[src/verilog/smcr_pkg.sv]
// Constants shared by the safety monitor configuration block
`default_nettype none
package smcr_pkg;
    localparam int CLK_MHZ = 100;
    localparam int PWM_UNIT_US = 15;
    localparam int ALT_UNIT_US = 5;
    localparam int PWM_UNIT_CYC = PWM_UNIT_US * CLK_MHZ;
    localparam int ALT_UNIT_CYC = ALT_UNIT_US * CLK_MHZ;
    localparam int CYC_W = 19;
    localparam logic [7:0] OFS_HMIN = 8'h00;
    localparam logic [7:0] OFS_LMAX = 8'h04;
    localparam logic [7:0] OFS_LMIN = 8'h08;
    localparam logic [7:0] OFS_PWD = 8'h0c;
    localparam logic [7:0] OFS_CRC = 8'h10;
    localparam logic [7:0] OFS_HMAX = 8'h14;
    localparam logic [7:0] OFS_CTRL = 8'h18;
    localparam logic [7:0] OFS_STATUS = 8'h1c;
    localparam logic [7:0] OFS_MASK = 8'h20;
    localparam logic [7:0] HMIN_RST = 8'ha7;
    localparam logic [7:0] HMAX_RST = 8'ha8;
    localparam logic [7:0] LMAX_RST = 8'h3d;
    localparam logic [7:0] LMIN_RST = 8'h3c;
    localparam logic [3:0] POWERDOWN_THRESHOLD_RST = 4'hf;
    localparam logic PWD_EN_RST = 1'b0;
    localparam logic [7:0] CRC_RST = 8'h96;
    localparam logic [2:0] CTRL_RST = 3'h0;
    localparam logic [3:0] STATUS_RST = 4'h0;
    localparam logic [3:0] MASK_RST = 4'h0;
    localparam int PWD_EN_BIT = 4;
    localparam int CTRL_EN_BIT = 0;
    localparam int CTRL_MODE_BIT = 1;
    localparam int CTRL_LOCK_BIT = 2;
    localparam int ST_HIGH_BIT = 0;
    localparam int ST_LOW_BIT = 1;
    localparam int ST_REFUSED_BIT = 2;
    localparam int ST_PWD_BIT = 3;
endpackage
`default_nettype wire

[src/verilog/smcr_bound_if.sv]
// Phase bounds in clock cycles passed from the converter to the monitor
`timescale 1ns/1ps
`default_nettype none
interface smcr_bound_if;
    logic [smcr_pkg::CYC_W-1:0] high_min;
    logic [smcr_pkg::CYC_W-1:0] high_max;
    logic [smcr_pkg::CYC_W-1:0] low_min;
    logic [smcr_pkg::CYC_W-1:0] low_max;
    logic enable;
    logic mode;
    modport src (output high_min, output high_max, output low_min,
        output low_max, output enable, output mode);
    modport dst (input high_min, input high_max, input low_min,
        input low_max, input enable, input mode);
endinterface
`default_nettype wire

[src/verilog/smcr_bound_calc.sv]
// Converts register fields into phase bounds counted in clock cycles
`timescale 1ns/1ps
`default_nettype none
module smcr_bound_calc (
    input wire logic pclk,
    input wire logic presetn,
    input wire logic [7:0] high_min_count,
    input wire logic [7:0] high_max_count,
    input wire logic [7:0] low_min_count,
    input wire logic [7:0] low_max_count,
    input wire logic error_monitor_enable,
    input wire logic monitor_mode_select,
    smcr_bound_if.src bus
);
    localparam int W = smcr_pkg::CYC_W;

    function automatic logic [W-1:0] to_cycles(input logic [7:0] f,
        input int unit);
        logic [W-1:0] u;
        u = W'(unit);
        return W'(({11'h000, f} + 19'h0_0001) * u);
    endfunction

    logic [W-1:0] hmin_d, hmax_d, lmin_d, lmax_d;

    always_comb begin
        hmin_d = to_cycles(high_min_count, smcr_pkg::PWM_UNIT_CYC);
        hmax_d = to_cycles(high_max_count, smcr_pkg::PWM_UNIT_CYC);
        lmin_d = to_cycles(low_min_count, smcr_pkg::PWM_UNIT_CYC);
        if (monitor_mode_select) begin
            lmax_d = to_cycles(low_max_count, smcr_pkg::PWM_UNIT_CYC);
        end else begin
            lmax_d = to_cycles(low_max_count, smcr_pkg::ALT_UNIT_CYC);
        end
    end

    // Products are registered so the monitor compares against stable values
    always_ff @(posedge pclk or negedge presetn) begin
        if (!presetn) begin
            bus.high_min <= '0;
            bus.high_max <= '0;
            bus.low_min <= '0;
            bus.low_max <= '0;
            bus.enable <= 1'b0;
            bus.mode <= 1'b0;
        end else begin
            bus.high_min <= hmin_d;
            bus.high_max <= hmax_d;
            bus.low_min <= lmin_d;
            bus.low_max <= lmax_d;
            bus.enable <= error_monitor_enable;
            bus.mode <= monitor_mode_select;
        end
    end

    // Sampled reset keeps the releasing edge from starting an attempt
    a_high_min_time: assert property (
        @(posedge pclk) disable iff (!presetn)
        presetn |=> bus.high_min == 19'(($past(high_min_count) + 19'h0_0001)
            * 19'h0_05dc))
        else $error("high min bound not 15 us per step");
    a_low_max_pwm: assert property (
        @(posedge pclk) disable iff (!presetn)
        presetn && monitor_mode_select |=> bus.low_max ==
            19'(($past(low_max_count) + 19'h0_0001) * 19'h0_05dc))
        else $error("low max bound not 15 us per step");
    a_low_max_alt: assert property (
        @(posedge pclk) disable iff (!presetn)
        presetn && !monitor_mode_select |=> bus.low_max ==
            19'(($past(low_max_count) + 19'h0_0001) * 19'h0_01f4))
        else $error("low max bound not 5 us per step");
    a_low_min_time: assert property (
        @(posedge pclk) disable iff (!presetn)
        presetn |=> bus.low_min == 19'(($past(low_min_count) + 19'h0_0001)
            * 19'h0_05dc))
        else $error("low min bound not 15 us per step");
endmodule // smcr_bound_calc
`default_nettype wire

[src/verilog/smcr_phase_mon.sv]
// Measures high and low phases of the error pin against the bounds
`timescale 1ns/1ps
`default_nettype none
module smcr_phase_mon (
    input wire logic pclk,
    input wire logic presetn,
    input wire logic error_pin,
    smcr_bound_if.dst bus,
    output logic high_err,
    output logic low_err
);
    localparam int W = smcr_pkg::CYC_W;
    logic sync1_q, level_q, prev_q;
    logic [W-1:0] cnt_q, cnt_d;
    logic hi_d, lo_d, edge_seen;

    always_comb begin
        edge_seen = level_q != prev_q;
        hi_d = 1'b0;
        lo_d = 1'b0;
        if (edge_seen) begin
            cnt_d = 19'h0_0001;
        end else if (cnt_q != {W{1'b1}}) begin
            cnt_d = cnt_q + 19'h0_0001;
        end else begin
            cnt_d = cnt_q;
        end
        if (bus.enable) begin
            if (edge_seen) begin
                // Phase just ended; minimum bounds apply in PWM mode only
                hi_d = bus.mode && prev_q && cnt_q < bus.high_min;
                lo_d = bus.mode && !prev_q && cnt_q < bus.low_min;
            end else begin
                // Fires once, the cycle the phase outgrows its maximum
                hi_d = bus.mode && level_q && cnt_q == bus.high_max;
                lo_d = !level_q && cnt_q == bus.low_max;
            end
        end
    end

    always_ff @(posedge pclk or negedge presetn) begin
        if (!presetn) begin
            sync1_q <= 1'b1;
            level_q <= 1'b1;
            prev_q <= 1'b1;
            cnt_q <= '0;
            high_err <= 1'b0;
            low_err <= 1'b0;
        end else begin
            sync1_q <= error_pin;
            level_q <= sync1_q;
            prev_q <= level_q;
            cnt_q <= cnt_d;
            high_err <= hi_d;
            low_err <= lo_d;
        end
    end

    a_monitor_off: assert property (
        @(posedge pclk) disable iff (!presetn)
        !bus.enable |=> !high_err && !low_err)
        else $error("monitor flagged while disabled");
    a_low_overrun: assert property (
        @(posedge pclk) disable iff (!presetn)
        bus.enable && !level_q && !edge_seen && cnt_q == bus.low_max
        |=> low_err)
        else $error("low phase overrun not flagged");
    a_high_short: assert property (
        @(posedge pclk) disable iff (!presetn)
        bus.enable && bus.mode && edge_seen && prev_q
        && cnt_q < bus.high_min |=> high_err)
        else $error("short high phase not flagged");
endmodule // smcr_phase_mon
`default_nettype wire

[src/verilog/smcr_top.sv]
// Safety monitor configuration registers with APB access
//
// The APB interface to the registers and the placing of the registers are this design's own decisions.
`timescale 1ns/1ps
`default_nettype none
// Notes on behaviour
// - In PWM mode the shortest high phase is (high min field + 1) x 15 us.
// - Mode select 1: longest low phase is (low max field + 1) x 15 us.
// - Mode select 0: longest low phase is (low max field + 1) x 5 us.
// - In PWM mode the shortest low phase is (low min field + 1) x 15 us.
// - Bound, powerdown and checksum writes land only in the diagnostic state with the lock clear.
// - With powerdown enable set, counter equal to threshold requests OFF.
// - The 4-bit threshold sits in bits 3..0, resets to all ones.
// - An 8-bit expected configuration checksum is stored for software.
// - The checksum resets to the value matching the default configuration.
// - The error signal monitor runs only while its enable bit is 1.
module smcr_top (
    input wire logic pclk,
    input wire logic presetn,
    input wire logic psel,
    input wire logic penable,
    input wire logic pwrite,
    input wire logic [7:0] paddr,
    input wire logic [31:0] pwdata,
    output logic [31:0] prdata,
    output logic pready,
    output logic pslverr,
    input wire logic error_pin,
    input wire logic diag_state,
    input wire logic [3:0] device_error_counter,
    output logic irq,
    output logic off_request
);
    function automatic logic is_mapped(input logic [7:0] a);
        return a inside {smcr_pkg::OFS_HMIN, smcr_pkg::OFS_LMAX,
            smcr_pkg::OFS_LMIN, smcr_pkg::OFS_PWD, smcr_pkg::OFS_CRC,
            smcr_pkg::OFS_HMAX, smcr_pkg::OFS_CTRL, smcr_pkg::OFS_STATUS,
            smcr_pkg::OFS_MASK};
    endfunction

    function automatic logic is_guarded(input logic [7:0] a);
        return a inside {smcr_pkg::OFS_HMIN, smcr_pkg::OFS_LMAX,
            smcr_pkg::OFS_LMIN, smcr_pkg::OFS_PWD, smcr_pkg::OFS_CRC,
            smcr_pkg::OFS_HMAX};
    endfunction

    logic [7:0] hmin_q, hmin_d, hmax_q, hmax_d;
    logic [7:0] lmax_q, lmax_d, lmin_q, lmin_d;
    logic [7:0] crc_q, crc_d;
    logic [3:0] th_q, th_d;
    logic pwd_en_q, pwd_en_d;
    logic [2:0] ctrl_q, ctrl_d;
    logic [3:0] status_q, status_d, mask_q, mask_d, events, clr;
    logic irq_d, off_d, pwd_match;
    logic pready_d, pslverr_d;
    logic [31:0] prdata_d, rdata;
    logic access, wr_ok, commit, refused;
    logic high_err, low_err;

    smcr_bound_if bnd ();

    smcr_bound_calc u_calc (
        .pclk(pclk),
        .presetn(presetn),
        .high_min_count(hmin_q),
        .high_max_count(hmax_q),
        .low_min_count(lmin_q),
        .low_max_count(lmax_q),
        .error_monitor_enable(ctrl_q[smcr_pkg::CTRL_EN_BIT]),
        .monitor_mode_select(ctrl_q[smcr_pkg::CTRL_MODE_BIT]),
        .bus(bnd.src)
    );

    smcr_phase_mon u_mon (
        .pclk(pclk),
        .presetn(presetn),
        .error_pin(error_pin),
        .bus(bnd.dst),
        .high_err(high_err),
        .low_err(low_err)
    );

    always_comb begin
        rdata = 32'h0000_0000;
        unique case (paddr)
            smcr_pkg::OFS_HMIN: rdata[7:0] = hmin_q;
            smcr_pkg::OFS_LMAX: rdata[7:0] = lmax_q;
            smcr_pkg::OFS_LMIN: rdata[7:0] = lmin_q;
            smcr_pkg::OFS_PWD: rdata[4:0] = {pwd_en_q, th_q};
            smcr_pkg::OFS_CRC: rdata[7:0] = crc_q;
            smcr_pkg::OFS_HMAX: rdata[7:0] = hmax_q;
            smcr_pkg::OFS_CTRL: rdata[2:0] = ctrl_q;
            smcr_pkg::OFS_STATUS: rdata[3:0] = status_q;
            smcr_pkg::OFS_MASK: rdata[3:0] = mask_q;
            default: rdata = 32'h0000_0000;
        endcase
    end

    // One wait state so every bus output leaves a flip-flop
    always_comb begin
        access = psel && penable;
        wr_ok = diag_state && !ctrl_q[smcr_pkg::CTRL_LOCK_BIT];
        pready_d = access && !pready;
        refused = pready_d && pwrite && is_guarded(paddr) && !wr_ok;
        pslverr_d = pready_d && (!is_mapped(paddr) || refused);
        prdata_d = (pready_d && !pwrite) ? rdata : 32'h0000_0000;
        commit = access && pready && pwrite && !pslverr;
    end

    always_comb begin
        hmin_d = hmin_q;
        hmax_d = hmax_q;
        lmax_d = lmax_q;
        lmin_d = lmin_q;
        crc_d = crc_q;
        th_d = th_q;
        pwd_en_d = pwd_en_q;
        ctrl_d = ctrl_q;
        mask_d = mask_q;
        clr = 4'h0;
        if (commit) begin
            unique case (paddr)
                smcr_pkg::OFS_HMIN: hmin_d = pwdata[7:0];
                smcr_pkg::OFS_LMAX: lmax_d = pwdata[7:0];
                smcr_pkg::OFS_LMIN: lmin_d = pwdata[7:0];
                smcr_pkg::OFS_PWD: begin
                    th_d = pwdata[3:0];
                    pwd_en_d = pwdata[smcr_pkg::PWD_EN_BIT];
                end
                smcr_pkg::OFS_CRC: crc_d = pwdata[7:0];
                smcr_pkg::OFS_HMAX: hmax_d = pwdata[7:0];
                smcr_pkg::OFS_CTRL: ctrl_d = pwdata[2:0];
                smcr_pkg::OFS_STATUS: clr = pwdata[3:0];
                smcr_pkg::OFS_MASK: mask_d = pwdata[3:0];
                default: ;
            endcase
        end
    end

    always_comb begin
        pwd_match = pwd_en_q && device_error_counter == th_q;
        off_d = off_request || pwd_match;
        events = 4'h0;
        events[smcr_pkg::ST_HIGH_BIT] = high_err;
        events[smcr_pkg::ST_LOW_BIT] = low_err;
        events[smcr_pkg::ST_REFUSED_BIT] = refused;
        events[smcr_pkg::ST_PWD_BIT] = pwd_match && !off_request;
        // A new event outranks a clear landing in the same cycle
        status_d = (status_q & ~clr) | events;
        irq_d = |(status_d & mask_d);
    end

    // Power-on reset is the only initialisation source for these registers
    always_ff @(posedge pclk or negedge presetn) begin
        if (!presetn) begin
            hmin_q <= smcr_pkg::HMIN_RST;
            hmax_q <= smcr_pkg::HMAX_RST;
            lmax_q <= smcr_pkg::LMAX_RST;
            lmin_q <= smcr_pkg::LMIN_RST;
            crc_q <= smcr_pkg::CRC_RST;
            th_q <= smcr_pkg::POWERDOWN_THRESHOLD_RST;
            pwd_en_q <= smcr_pkg::PWD_EN_RST;
            ctrl_q <= smcr_pkg::CTRL_RST;
            mask_q <= smcr_pkg::MASK_RST;
            status_q <= smcr_pkg::STATUS_RST;
            irq <= 1'b0;
            off_request <= 1'b0;
            pready <= 1'b0;
            pslverr <= 1'b0;
            prdata <= 32'h0000_0000;
        end else begin
            hmin_q <= hmin_d;
            hmax_q <= hmax_d;
            lmax_q <= lmax_d;
            lmin_q <= lmin_d;
            crc_q <= crc_d;
            th_q <= th_d;
            pwd_en_q <= pwd_en_d;
            ctrl_q <= ctrl_d;
            mask_q <= mask_d;
            status_q <= status_d;
            irq <= irq_d;
            off_request <= off_d;
            pready <= pready_d;
            pslverr <= pslverr_d;
            prdata <= prdata_d;
        end
    end

    // Helper: low during reset and in the first cycle after reset release
    logic seen_q;
    always_ff @(posedge pclk or negedge presetn) begin
        if (!presetn) begin
            seen_q <= 1'b0;
        end else begin
            seen_q <= 1'b1;
        end
    end

    a_cfg_write_gate: assert property (
        @(posedge pclk) disable iff (!presetn)
        $changed(hmin_q) || $changed(lmax_q) || $changed(lmin_q)
        || $changed(crc_q) || $changed(th_q) || $changed(pwd_en_q)
        |-> $past(diag_state) && !$past(ctrl_q[smcr_pkg::CTRL_LOCK_BIT]))
        else $error("configuration changed outside unlocked diagnostic");
    a_locked_refused: assert property (
        @(posedge pclk) disable iff (!presetn)
        psel && penable && !pready && pwrite && is_guarded(paddr)
        && !wr_ok |=> pready && pslverr ##1 !pready)
        else $error("locked write not refused with an error");
    a_off_on_match: assert property (
        @(posedge pclk) disable iff (!presetn)
        pwd_en_q && device_error_counter == th_q |=> off_request)
        else $error("threshold match did not request OFF");
    a_off_cause: assert property (
        @(posedge pclk) disable iff (!presetn)
        $rose(off_request) |-> $past(pwd_en_q)
        && $past(device_error_counter) == $past(th_q))
        else $error("OFF requested without enabled match");
    a_threshold_reset: assert property (
        @(posedge pclk) disable iff (!presetn)
        !seen_q |-> th_q == 4'hf && !pwd_en_q)
        else $error("threshold reset value wrong");
    a_crc_store: assert property (
        @(posedge pclk) disable iff (!presetn)
        commit && paddr == smcr_pkg::OFS_CRC |=> crc_q == $past(pwdata[7:0]))
        else $error("checksum write not stored");
    a_crc_reset: assert property (
        @(posedge pclk) disable iff (!presetn)
        !seen_q |-> crc_q == 8'h96)
        else $error("checksum reset value wrong");
    a_irq_level: assert property (@(posedge pclk) disable iff (!presetn)
        irq == |(status_q & mask_q))
        else $error("interrupt does not follow masked status");

    c_refused_write: cover property (@(posedge pclk) disable iff (!presetn)
        refused);
    c_low_overrun: cover property (@(posedge pclk) disable iff (!presetn)
        low_err && ctrl_q[smcr_pkg::CTRL_MODE_BIT] == 1'b0);
    c_powerdown: cover property (@(posedge pclk) disable iff (!presetn)
        $rose(off_request));
endmodule // smcr_top
`default_nettype wire

[config.mk]
export PLATFORM = sky130hd
export DESIGN_NAME = smcr_top
export DESIGN_NICKNAME = d
export VERILOG_FILES = /design/src/verilog/smcr_pkg.sv /design/src/verilog/smcr_bound_if.sv /design/src/verilog/smcr_bound_calc.sv /design/src/verilog/smcr_phase_mon.sv /design/src/verilog/smcr_top.sv
export SDC_FILE = /design/constraint.sdc
export NUM_CORES = 1
export LEC_CHECK = 0
export BUFFER_PORTS_ARGS = -buffer_cell sky130_fd_sc_hd__buf_2
export CAP_MARGIN = 0
export CORE_MARGIN = 8
export CORE_UTILIZATION = 60
export DETAILED_ROUTE_END_ITERATION = 10
export GPL_ROUTABILITY_DRIVEN = 0
export GPL_TIMING_DRIVEN = 0
export PLACE_DENSITY = 0.8
export SKIP_CTS_REPAIR_TIMING = 1
export SLEW_MARGIN = 20
export SYNTH_ARGS = -nofsm -noshare
export SYNTH_HDL_FRONTEND = slang
export SYNTH_SLANG_ARGS = --single-unit
[constraint.sdc]
create_clock -name pclk -period 10.55 [get_ports pclk]
set_input_delay 1.5825 -clock pclk [delete_from_list [all_inputs] [get_ports pclk]]
set_output_delay 1.5825 -clock pclk [all_outputs]
set_load 0.01 [all_outputs]
==> summary by stage, run 1 <==
Run status
The run finished with clean final reports.

Critical path
The biggest fanout along the worst timing path is 6. The signal on the critical path passes through clkbuf_1 > nand3_1 > nor2_1 > nand2_1 > xor2_1 > inv_1 > ha_1 > inv_1 > fa_1 > fa_1 > fa_1 > inv_1 > ha_1 > and2_1 > o41ai_1 > a211oi_1 > mux2_2 > a211o_1. STA puts the critical path data required time at between 10 and 15 ns. The family of cells with the greatest summed delay on the critical path is adder cells. Counting both buffers and inverters, the worst setup path holds a total of 4. The master of the slowest instance on the critical path is sky130_fd_sc_hd__o41ai_1.

The end of the worst register-to-register path is u_calc.bus.low_max[16]$_DFF_PN0_. The signal arrival time at the worst endpoint is 6.41 ns. The largest incremental delay on the critical path is 0.65 ns. The kind of critical path is reg2reg. STA classifies the critical path startpoint as a flip-flop. The depth of the most critical reg-to-reg path is 18.

The worst register-to-register path begins at lmax_q[3]$_DFFE_PN1P_. The worst register-to-register path has a setup slack of 4.46 ns. The critical path endpoint category is a flip-flop.

Die
The number of top-level pins is 87. The number of placement rows is 61. The die boundary width is about 180 microns. The core region is 0.0276 sq mm.

The die covers ~0.033 sq mm. The starting density of the core is 0.604. The die height is 183 microns.

Timing
For the finished layout, the period the worst path requires is 6.09 ns. For the pin with the worst max-slew slack, the measured transition is roughly 0.98 ns. The achievable frequency is between 0.15 and 0.2 GHz.

The final-report hold violation count came to 0. The final setup violation count is 0. The fraction of the cycle the final worst path needs is 0.577. The worst clock skew on the final layout is 0.0201 ns. Measured against its own limit, the worst slew margin works out to 0.344. The aggregate negative setup slack is 0 ns.

Setup repair after global routing left no endpoint under its margin. The max-slew violation count is 0. The smallest setup slack after layout is 4.46 ns.

Power and ir drop
The maximum resistive drop on vdd is roughly 120 uV. Power spread over the standard cell area amounts to 79.1 mW/mm^2. The post-layout total power is 1430 uW.

The analysis attributes to cell leakage a power of 0.00955 uW.

Final layout
The area of all placed cells without fillers is ~0.018 sq mm. At the end of the flow, the number of nets in the layout was ~2200. The antenna diode count is 0. The filler cells instantiated in the layout total between 2000 and 2500.

The area overhead of the layout relative to synthesis is 8.42%. The final cell count without fillers is roughly 2200. Of the cells placed in the final design, the portion with a size suffix greater than 1 is 0.110.

Routing
Using the TritonRoute via totals, the vias-per-cell ratio works out to ~5.6. The violation count after the first detailed-routing iteration is 703. The detail route stage leaves a number of antenna-violating nets equal to 0. After detailed routing, the average wire length per cell comes to around 18 microns.

The total via count after detailed routing is 12100. The number of iterations in the first detailed-routing pass is 5. In the routed design, unresolved DRC markers number 0.

The total detailed-routing wirelength is 38400 microns.

Yosys
After synthesis, the mean cell area works out to around 9.8 sq um. The Yosys step of the flow raised 0 warnings. The share of Yosys cell area claimed by the top area cell type is 0.201. After synthesis, the cell types taking the most area are sky130_fd_sc_hd__dfrtp_1 20%, sky130_fd_sc_hd__ha_1 20%, sky130_fd_sc_hd__fa_1 16%.

The mapped netlist covers 0.0166 sq mm. The primary flip-flop cell chosen by synthesis mapping is sky130_fd_sc_hd__dfrtp_1. Sorting the synthesized cells by how often they occur yields 354 x sky130_fd_sc_hd__inv_1, 260 x sky130_fd_sc_hd__ha_1, 134 x sky130_fd_sc_hd__dfrtp_1, 133 x sky130_fd_sc_hd__fa_1, 92 x sky130_fd_sc_hd__xnor2_1. The most used standard cell by instance count after synthesis is sky130_fd_sc_hd__inv_1.

The number of enable-type register cells in the synthesized netlist is 0. Counting flops with an async set or reset pin after synthesis yields a share of 1.00. The synthesized netlist contains between 60 and 70 unique library cells. Summed over all instances, the cell type with the most area after synthesis is sky130_fd_sc_hd__dfrtp_1. The share of the Yosys chip area taken by registers is 0.246.

The post-synthesis instance total is 1696. The synthesized design contains ~160 register bits.

CTS
The CTS buffer count is 17. Counting along the longest clock path gives a buffer depth of 2. The clock input transition at the sequential cells of the worst setup and hold paths is approximately 0.070 ns.

The tree is rooted in a sky130_fd_sc_hd__clkbuf_16. The number of H-tree levels is 4. The tree built by TritonCTS fans out to 162 sinks. The insertion delay of the later-clocked pin in the worst-skew pair is 0.44 ns. The TritonCTS clock tree is done.

Placed design
Detailed placement ended at an HPWL of just over 30000 microns. Buffers placed on the I/O ports in this run total 36. In this run, placement finished with an instance count of 2134. The worst slack at placement is 4.49 ns. After detailed placement, the total cell area comes to 0.0174 sq mm.

Global route
The number of global-route vias before repair is 12800. The first global-routing pass estimated 63300 microns of wire. The global routing usage summed across all routing layers is 0.237.

The number of antenna violations at the first check in global routing is 0. The total overflow left after global routing is 0. Entering global routing, the biggest net connects 94 pins.

Hold path
The path with the worst hold slack has its endpoint at u_calc.bus.mode$_DFF_PN0_. The worst min-delay path startpoint is ctrl_q[1]$_DFFE_PN0P_. Counting instances, the worst hold path has a depth of 0.

The path class of the tightest hold or removal check is reg2reg.

Run
The number of max-capacitance violations reported is 0.
-- power breakdown --
part | leakage [uW] | internal (uW) | switching, uW
clock network | 0.000301 | 325 | 307
registers | 0.00201 | 635 | 9.23
logic | 0.00724 | 58.0 | 92.4
-- worst reg2reg max path: stages, from the launching register on --
cell	delay, ns
sky130_fd_sc_hd__dfstp_2	0.52
sky130_fd_sc_hd__clkbuf_1	0.28
sky130_fd_sc_hd__nand3_1	0.16
sky130_fd_sc_hd__nor2_1	0.18
sky130_fd_sc_hd__nand2_1	0.12
sky130_fd_sc_hd__xor2_1	0.59
sky130_fd_sc_hd__inv_1	0.25
sky130_fd_sc_hd__ha_1	0.38
sky130_fd_sc_hd__inv_1	0.09
sky130_fd_sc_hd__fa_1	0.57
sky130_fd_sc_hd__fa_1	0.44
sky130_fd_sc_hd__fa_1	0.53
sky130_fd_sc_hd__inv_1	0.05
sky130_fd_sc_hd__ha_1	0.22
sky130_fd_sc_hd__and2_1	0.20
sky130_fd_sc_hd__o41ai_1	0.65
sky130_fd_sc_hd__a211oi_1	0.19
sky130_fd_sc_hd__mux2_2	0.32
sky130_fd_sc_hd__a211o_1	0.24
-- worst max path at each step --
stage / start / to / depth (start not counted)
after detailed placement: lmax_q[3]$_DFFE_PN1P_ / u_calc.bus.low_max[18]$_DFF_PN0_ / 19
after floorplan: lmax_q[3]$_DFFE_PN1P_ / u_calc.bus.low_max[16]$_DFF_PN0_ / 22
after global routing: lmax_q[3]$_DFFE_PN1P_ / u_calc.bus.low_max[18]$_DFF_PN0_ / 22
after global placement: lmax_q[3]$_DFFE_PN1P_ / u_calc.bus.low_max[18]$_DFF_PN0_ / 19
final: lmax_q[3]$_DFFE_PN1P_ / u_calc.bus.low_max[16]$_DFF_PN0_ / 18
after CTS: lmax_q[3]$_DFFE_PN1P_ / u_calc.bus.low_max[18]$_DFF_PN0_ / 19
-- placed cells by master (no fill, tap or decap), drive strengths merged, types with 8 or more instances in the layout --
| master | n |
|---|---|
| a21oi | 60 |
| conb | 24 |
| clkbuf | 38 |
| o21bai | 13 |
| nor4 | 12 |
| buf | 69 |
| and3 | 10 |
| nor2 | 82 |
| dfrtp | 134 |
| o21ai | 35 |
| xnor2 | 92 |
| a211oi | 10 |
| a21o | 20 |
| nand3 | 54 |
| nand2 | 59 |
| nor3 | 18 |
| a31oi | 17 |
| mux2 | 56 |
| o211ai | 9 |
| xor2 | 75 |
| ha | 260 |
| nand4 | 13 |
| clkinv | 8 |
| dfstp | 28 |
| inv | 361 |
| fa | 133 |
-- cells by family (layout without fill, tap and decap cells) --
| group | after synthesis | after routing | share of synthesized area |
|---|---|---|---|
| AND/OR/NAND/NOR | 291 | 291 | 0.0880 |
| XOR/XNOR | 167 | 167 | 0.0879 |
| flip-flops | 162 | 162 | 0.246 |
| adder cells (fa/ha/maj) | 393 | 393 | 0.355 |
| AO/OA/AOI/OAI | 212 | 212 | 0.0828 |
| multiplexers | 63 | 63 | 0.0423 |
| other | 1 | 24 | 0.000225 |
| buffers and inverters | 407 | 476 | 0.0977 |
-- registers in the layout, indices dropped and copies added (netlist names), 8 cells and up --
name	cells
u_calc.bus.low_min	17
lmax_q	8
lmin_q	8
crc_q	8
prdata	8
u_calc.bus.low_max	17
hmin_q	8
u_calc.bus.high_min	17
hmax_q	8
u_mon.cnt_q	19
u_calc.bus.high_max	17
-- final cells by class --
cell class | instances | area, sq um | area share
Tap cell | 378 | 473 | 0.0262
Sequential cell | 162 | 4090 | 0.227
Clock inverter | 15 | 199 | 0.0110
Timing Repair Buffer | 37 | 218 | 0.0121
Buffer | 53 | 298 | 0.0165
Clock buffer | 17 | 425 | 0.0236
Inverter | 354 | 1330 | 0.0736
Multi-Input combinational cell | 1150 | 11000 | 0.610
-- per-layer routing --
metal	global-route usage	routed length [microns]	vias up	share of wire
met4	0.0990	1450	0	0.038
met3	0.0451	2410	111	0.063
met2	0.407	18500	431	0.48
met5	0	0	-	0
met1	0.289	16000	5863	0.42
li1	-	-	5675	-
-- per-stage QoR --
stage	utilization	hold slack, ns
after floorplan	-	0.345
after global placement	0.631	0.354
after detailed placement	0.632	0.363
after CTS	0.655	0.381
after global routing	0.655	0.386
final	0.655	0.381
No activity file was read; power rests on OpenSTA's default activity.
==> inputs of run 2 (changes only) <==
Clock period 10.55 ns to 5.68 ns, I/O delays scaled along.
==> run 2 against run 1 <==
Die area stayed put. Clock-buffer cell count stayed put. Critical path depth stayed put. Utilization is 1.5 points higher. Sequential share of layout area is 0.49 points lower. Sequential power is 86% higher. Setup slack worse by 4.4 ns. Power is 86% higher.
==> summary by stage, run 2 (synthesis results as in run 1) <==
Final layout
The most common library cell in the layout ignoring fill and taps is sky130_fd_sc_hd__inv_1. The antenna diode count was 0 (unchanged). The area overhead of the layout relative to synthesis is 10.9%.

The area used by sequential logic in the layout is 0.00409 sq mm (about the same). The area of combinational cells with multiple inputs is 0.0113 sq mm (+2.6%). The number of flip-flops in the largest register is 19 (unchanged). The post-route core utilization came to 0.670 (+0.0150). The count of nets after finishing is 2235 (+0.72%). In the layout the commonest cells are 352 x sky130_fd_sc_hd__inv_1, 259 x sky130_fd_sc_hd__ha_1, 133 x sky130_fd_sc_hd__fa_1, 132 x sky130_fd_sc_hd__dfrtp_1, 85 x sky130_fd_sc_hd__xnor2_1. The largest register by flop count is u_mon.cnt_q.

The area of all placed cells without fillers is 0.0185 sq mm (+2.3%). The fraction of layout instances using a drive strength above 1 is 0.140 (+0.0301). The count of fill cells added during filler insertion is 1973 (-4.1%). The final cell count without fillers is 2182 (+0.74%).

Timing
The final-report hold violation count is 0 (unchanged). The max-slew violation count is 0 (unchanged). The aggregate negative setup slack was 0 ns (unchanged). The fraction of the cycle the final worst path needs came to 0.982 (+0.405).

The achievable frequency is 0.179 GHz (+9.2%). The actual transition at the worst max-transition pin is 0.894 ns (-0.0822 ns). The final setup violation count is 0 (unchanged). The worst clock skew on the final layout is 0.0216 ns (+0.00154 ns).

The max-slew headroom at the worst pin is 0.400 (+0.0552). The post-layout minimum cycle time is 5.58 ns (-0.512 ns).

CTS
The clock sink total was 162 (unchanged). The clock input transition at the sequential cells of the worst setup and hold paths is 0.07 ns (about the same). The deepest clock path buffer count is 2 (unchanged). The number of H-tree levels is 4 (unchanged). The TritonCTS clock tree is done. The CTS buffer count is 17 (unchanged).

The cell at the root of the clock tree is sky130_fd_sc_hd__clkbuf_16. The insertion delay of the later-clocked pin in the worst-skew pair is 0.44 ns (about the same).

Die
The number of placement rows is 61 (unchanged). The die boundary width came to 183 microns (unchanged). The starting density of the core is 0.604 (unchanged).

The floorplan core area was 0.0276 sq mm (unchanged). The overall die area was 0.0333 sq mm (unchanged). The number of top-level pins is 87 (unchanged). The die height is 183 microns (unchanged).

Power and ir drop
The share of power burned in registers is 0.451 (about the same). The maximum resistive drop on vdd came to 215 uV (+85%). The internal power contribution is 1890 uW (+86%). The leakage dissipation came to 0.00975 uW (+2.0%). The fraction of power spent switching nets is 0.287 (+0.00116). The reported net switching power is 763 uW (+87%). The combinational fraction of design power is 0.106 (about the same). The share of power burned in the clock network is 0.443 (about the same).

The power density normalized to cell area is 144 mW/mm^2 (+82%). The post-layout total power is 2660 uW (+86%).

Routing
The number of iterations in the first detailed-routing pass is 5 (unchanged). The detail-routed net length per standard cell came to 18.2 microns (+2.9%). The total detailed-routing wirelength was 39800 microns (+3.6%).

The count of nets left with antenna violations after detail routing is 0 (unchanged). The final routed DRC violation total was 0 (unchanged). The mean number of vias per cell is 5.64 (+1.1%). The violation count after the first detailed-routing iteration is 810 (+15%). The total via count after detailed routing is 12300 (+1.9%).

Critical path
The largest incremental delay on the critical path is 0.68 ns (+0.03 ns). The worst register-to-register path begins at lmax_q[2]$_DFFE_PN1P_. In this design, the critical path's most frequently occurring cell is sky130_fd_sc_hd__inv_1. Walking the worst path, the cells encountered are nand3_1 > xnor2_2 > inv_1 > fa_1 > inv_1 > ha_1 > xor2_1 > fa_1 > inv_1 > fa_1 > inv_1 > ha_1 > o211a_1 > o31a_1 > o41ai_4 > a211oi_1 > mux2_2 > a211o_1.

The critical path starts at lmax_q[2]$_DFFE_PN1P_. The critical path is of the reg2reg type. The startpoint type of the worst setup path is a flip-flop. The number of buffer and inverter instances along the worst setup path is 4 (unchanged). The required time at the worst-slack endpoint is 5.99 ns (-4.87 ns).

The biggest fanout along the worst timing path came to 6 (unchanged). The critical path endpoint category is a flip-flop. The master of the slowest instance on the critical path is sky130_fd_sc_hd__dfstp_2.

The kind of cell with the highest combined delay along the critical path is adder cells. The signal arrival time at the worst endpoint came to 5.89 ns (-0.52 ns).

Global route
The first-pass GRT wire length was 63300 microns (unchanged). The number of global-route vias before repair is 12800 (unchanged). The total congestion overflow came to 0 (unchanged). The maximum number of pins on one net before global-route repair is 94 (unchanged). The number of antenna violations at the first check in global routing is 0 (unchanged).

The global routing usage summed across all routing layers is 0.237 (unchanged).

Placed design
The placed standard-cell area is 0.0174 sq mm (unchanged). The number of cells in the design after placement is 2134 (unchanged). The number of I/O port buffers is 36 (unchanged). The HPWL reported at the end of detailed placement is 30800 microns (unchanged).

Run status
The flow ran to the end, and the final reports show no timing, DRC or antenna violations.

Hold path
The path class of the tightest hold or removal check is in2async.

Run
The number of max-capacitance violations reported is 0 (unchanged).
run 2: cell types whose count changed in the layout (fill, tap and decap cells not counted), sizes merged:
cell,delta
clkbuf,-2
buf,+18
run 2: stage by stage:
step | hold slack (ns) | setup WS [ns]
6_report | 0.367 | 0.0998
5_1_grt | 0.386 | -0.0335
4_1_cts | 0.372 | -0.390
3_5_place_dp | 0.363 | -0.376
3_3_place_gp | 0.354 | -0.276
2_1_floorplan | 0.345 | 0.470
run 2: power by group through the flow:
| stage | Sequential (uW) | Clock (uW) | Combinational, uW |
|---|---|---|---|
| 2_1_floorplan | 1210 | 0 | 183 |
| 3_3_place_gp | 1220 | 0 | 261 |
| 3_5_place_dp | 1220 | 0 | 275 |
| 4_1_cts | 1200 | 1190 | 278 |
| 5_1_grt | 1200 | 1230 | 316 |
| 6_report | 1200 | 1180 | 283 |
run 2: final cells by class:
class	count	area share
clock buffer	17	0.0230
multi-input combinational	1150	0.612
inverter	354	0.0720
sequential	162	0.222
timing repair buffer	55	0.0191
buffer	51	0.0157
tap	378	0.0256
clock inverter	15	0.0108
run 2: layer usage:
layer | share of wire | track usage | vias up | wire length (microns)
met5 | 0 | 0 | - | 0
met4 | 0.040 | 0.0990 | 0 | 1580
met3 | 0.062 | 0.0451 | 124 | 2480
met2 | 0.49 | 0.407 | 470 | 19400
met1 | 0.41 | 0.289 | 6013 | 16300
li1 | - | - | 5699 | -
run 2: worst register-to-register path: stages, from the launching register on:
cell                       delay [ns]
sky130_fd_sc_hd__dfstp_2         0.68
sky130_fd_sc_hd__nand3_1         0.22
sky130_fd_sc_hd__xnor2_2         0.38
sky130_fd_sc_hd__inv_1           0.13
sky130_fd_sc_hd__fa_1            0.61
sky130_fd_sc_hd__inv_1           0.06
sky130_fd_sc_hd__ha_1            0.35
sky130_fd_sc_hd__xor2_1          0.20
sky130_fd_sc_hd__fa_1            0.54
sky130_fd_sc_hd__inv_1           0.06
sky130_fd_sc_hd__fa_1            0.50
sky130_fd_sc_hd__inv_1           0.05
sky130_fd_sc_hd__ha_1            0.33
sky130_fd_sc_hd__o211a_1         0.19
sky130_fd_sc_hd__o31a_1          0.16
sky130_fd_sc_hd__o41ai_4         0.11
sky130_fd_sc_hd__a211oi_1        0.28
sky130_fd_sc_hd__mux2_2          0.37
sky130_fd_sc_hd__a211o_1         0.24
run 2: final timing paths:
path,to,slack (ns),depth (start not counted)
min in group pclk,u_calc.bus.mode$_DFF_PN0_,0.38,0
min reg2reg,u_calc.bus.mode$_DFF_PN0_,0.38,0
max,u_calc.bus.low_max[16]$_DFF_PN0_,0.1,18
min,u_calc.bus.high_max[3]$_DFF_PN0_,0.37,1
max reg2reg,u_calc.bus.low_max[16]$_DFF_PN0_,0.1,18
max in group asynchronous,u_mon.prev_q$_DFF_PN1_,4.47,2
==> inputs of run 3 (changes only) <==
Settings changed: CORE_ASPECT_RATIO set to 0.6.
==> run 3 against run 2 <==
Non-clock buffer count up 3. Clock power about the same. Critical path depth up 1. Critical path type unchanged. Largest power group is now the clock network. Flip-flop and latch count unchanged. Fmax down 1.2%. First-iteration DRC count up 44%. Final cell count down 0.37%.
==> summary by stage, run 3 (synthesis results as in run 1) <==
Global route
The number of global-route vias before repair is 12500 (-2.3%). The global routing usage summed across all routing layers is 0.246 (+0.00910). The total congestion overflow is 0 (unchanged). The first-pass GRT wire length is 66300 microns (+4.8%). The number of antenna violations at the first check in global routing came to 0 (unchanged). The maximum number of pins on one net before global-route repair was 97 (+3.2%).

Routing
The count of nets left with antenna violations after detail routing is 0 (unchanged). The total detailed-routing wirelength came to 41300 microns (+3.7%). The final routed DRC violation total is 0 (unchanged).

The detail-routed net length per standard cell is 19.0 microns (+4.1%). The total via count after detailed routing is 12400 (+0.49%). The mean number of vias per cell is 5.69 (+0.86%). The number of iterations in the first detailed-routing pass came to 6 (+1). The violation count after the first detailed-routing iteration is 1164 (+44%).

Die
The starting density of the core is 0.607 (+0.00328). The die height is 145 microns (-21%). The number of placement rows is 47 (-23%).

The number of top-level pins is 87 (unchanged). The die boundary width was 231 microns (+27%). The overall die area is 0.0335 sq mm (+0.52%).

The floorplan core area is 0.0274 sq mm (-0.54%).

Power and ir drop
The post-layout total power is 2700 uW (+1.5%). The power density normalized to cell area was 146 mW/mm^2 (+1.2%). The maximum resistive drop on vdd is 184 uV (-15%). The leakage dissipation is 0.00980 uW (+0.56%).

Final layout
The largest register by flop count is u_mon.cnt_q. The number of flip-flops in the largest register is 19 (unchanged). The library cells used most frequently in the layout, excluding fill and tap cells, are 353 x sky130_fd_sc_hd__inv_1, 258 x sky130_fd_sc_hd__ha_1, 133 x sky130_fd_sc_hd__fa_1, 130 x sky130_fd_sc_hd__dfrtp_1, 82 x sky130_fd_sc_hd__xnor2_1. The area of combinational cells with multiple inputs is 0.0113 sq mm (+0.40%). The count of nets after finishing is 2238 (+0.13%). The count of fill cells added during filler insertion is 2048 (+3.8%).

The antenna diode count is 0 (unchanged). The fraction of layout instances using a drive strength above 1 is 0.142 (+0.00254). The most common library cell in the layout ignoring fill and taps is sky130_fd_sc_hd__inv_1.

Compared with the post-synthesis result, the final layout area differs by 11.2%. The post-route core utilization came to 0.675 (+0.00533). The area used by sequential logic in the layout was 0.00409 sq mm (about the same).

Critical path
STA classifies the critical path startpoint as a flip-flop. The depth of the most critical reg-to-reg path is 19 (+1). The reg-to-reg startpoint is hmax_q[0]$_DFFE_PN0P_.

The largest incremental delay on the critical path is 0.55 ns (-0.13 ns). The biggest fanout along the worst timing path is 6 (unchanged). The signal on the critical path passes through ha_1 > nand3_1 > nor2_1 > and3_2 > inv_1 > fa_1 > fa_1 > inv_1 > fa_1 > inv_1 > fa_1 > inv_1 > ha_1 > nand3_1 > o211ai_1 > o41ai_4 > o221ai_2 > a21oi_2 > xnor2_2. The critical path endpoint category is a flip-flop. Among all stages on the critical path, the largest delay is contributed by sky130_fd_sc_hd__fa_1. The required time at the worst-slack endpoint is 6.00 ns (about the same). The signal arrival time at the worst endpoint came to 5.96 ns (+0.07 ns). By startpoint and endpoint, the worst setup path is classified as reg2reg.

The setup slack of the most critical reg-to-reg path is 0.03 ns (-0.07 ns). The end of the worst register-to-register path is u_calc.bus.high_max[18]$_DFF_PN0_. Tracing the worst setup path back leads to its startpoint at hmax_q[0]$_DFFE_PN0P_. In this run the worst setup path terminates at u_calc.bus.high_max[18]$_DFF_PN0_.

Run
The number of max-capacitance violations reported is 0 (unchanged).

CTS
The cell at the root of the clock tree is sky130_fd_sc_hd__clkbuf_16. The CTS buffer count is 17 (unchanged). The clock input transition at the sequential cells of the worst setup and hold paths is 0.07 ns (about the same). The clock sink total was 162 (unchanged).

The TritonCTS clock tree is done. The insertion delay of the later-clocked pin in the worst-skew pair came to 0.44 ns (about the same). The deepest clock path buffer count is 2 (unchanged). The number of H-tree levels is 4 (unchanged).

Timing
The actual transition at the worst max-transition pin is 0.955 ns (+0.0608 ns). The max-slew violation count was 0 (unchanged). The post-layout minimum cycle time was 5.65 ns (+0.0659 ns). The fraction of the cycle the final worst path needs is 0.994 (+0.0116).

The achievable frequency is 0.177 GHz (-1.2%). The aggregate negative setup slack is 0 ns (unchanged). The max-slew headroom at the worst pin came to 0.361 (-0.0384).

Setup repair after global routing could not meet its margin everywhere. The worst hold slack after final layout is 0.344 ns (-0.0226 ns). The worst clock skew on the final layout came to 0.00936 ns (-0.0123 ns). The final setup violation count is 0 (unchanged). The final-report hold violation count is 0 (unchanged).

Hold path
The classification of the worst-slack hold path is in2async.

Run status
The flow ran to the end, and the final reports show no timing, DRC or antenna violations.

Placed design
The number of I/O port buffers is 36 (unchanged). The HPWL reported at the end of detailed placement is 32700 microns (+6.3%).
-- run 3: cell count changes in the layout (fill, tap and decap cells not counted), moves of 3 or more --
cell	previous run	this run
sky130_fd_sc_hd__buf_4	42	45
sky130_fd_sc_hd__clkinv_8	7	0
sky130_fd_sc_hd__xnor2_1	85	82
sky130_fd_sc_hd__xnor2_2	6	9
-- run 3: worst max-delay path: cells and delay by family, from the launching register on --
kind / cells / cell delay, ns
buffers and inverters: 4 / 0.28
flip-flops: 1 / 0.48
XOR/XNOR: 1 / 0.20
AND/OR/NAND/NOR: 4 / 0.81
adder cells (fa/ha/maj): 6 / 2.66
AO/OA/AOI/OAI: 4 / 1.09
-- run 3: power by group --
part / internal, uW / switching, uW / total (uW)
Sequential: 1180 / 17.7 / 1200
Combinational: 110 / 178 / 289
Clock: 688 / 521 / 1210
-- run 3: layer usage --
layer / track usage / up-vias / part of all wire / routed length, microns
li1: - / 5708 / - / -
met1: 0.371 / 6095 / 0.47 / 19400
met2: 0.361 / 507 / 0.43 / 17600
met3: 0.0565 / 56 / 0.089 / 3660
met5: 0 / - / 0 / 0
met4: 0.0410 / 0 / 0.013 / 537
-- run 3: through the flow --
step | setup WS, ns | area (sq um) | std cells
finish | 0.0339 | 18500 | 2174
CTS | -0.544 | 18000 | 2155
global route | -0.0700 | 18500 | 2174
detailed placement | -0.515 | 17400 | 2123
global placement | -0.209 | 17400 | 2122
floorplan | 0.470 | 16700 | 1719
-- run 3: layout make-up --
type / count / area share
buffer: 51 / 0.0157
clock buffer: 18 / 0.0243
clock inverter: 14 / 0.00886
inverter: 354 / 0.0718
multi-input combinational: 1150 / 0.613
sequential: 162 / 0.221
tap: 367 / 0.0248
timing repair buffer: 58 / 0.0203
-- run 3: how the worst min path moves through the flow --
stage / start / endpoint / slack (ns) / cells past startpoint
floorplan: u_mon.sync1_q$_DFF_PN1_ / u_mon.level_q$_DFF_PN1_ / 0.35 / 0
global placement: ctrl_q[1]$_DFFE_PN0P_ / u_calc.bus.mode$_DFF_PN0_ / 0.36 / 0
detailed placement: u_mon.sync1_q$_DFF_PN1_ / u_mon.level_q$_DFF_PN1_ / 0.37 / 0
CTS: presetn / u_calc.bus.low_min[12]$_DFF_PN0_ / 0.36 / 1
global route: presetn / u_calc.bus.low_min[12]$_DFF_PN0_ / 0.37 / 1
finish: presetn / u_calc.bus.low_min[12]$_DFF_PN0_ / 0.34 / 1
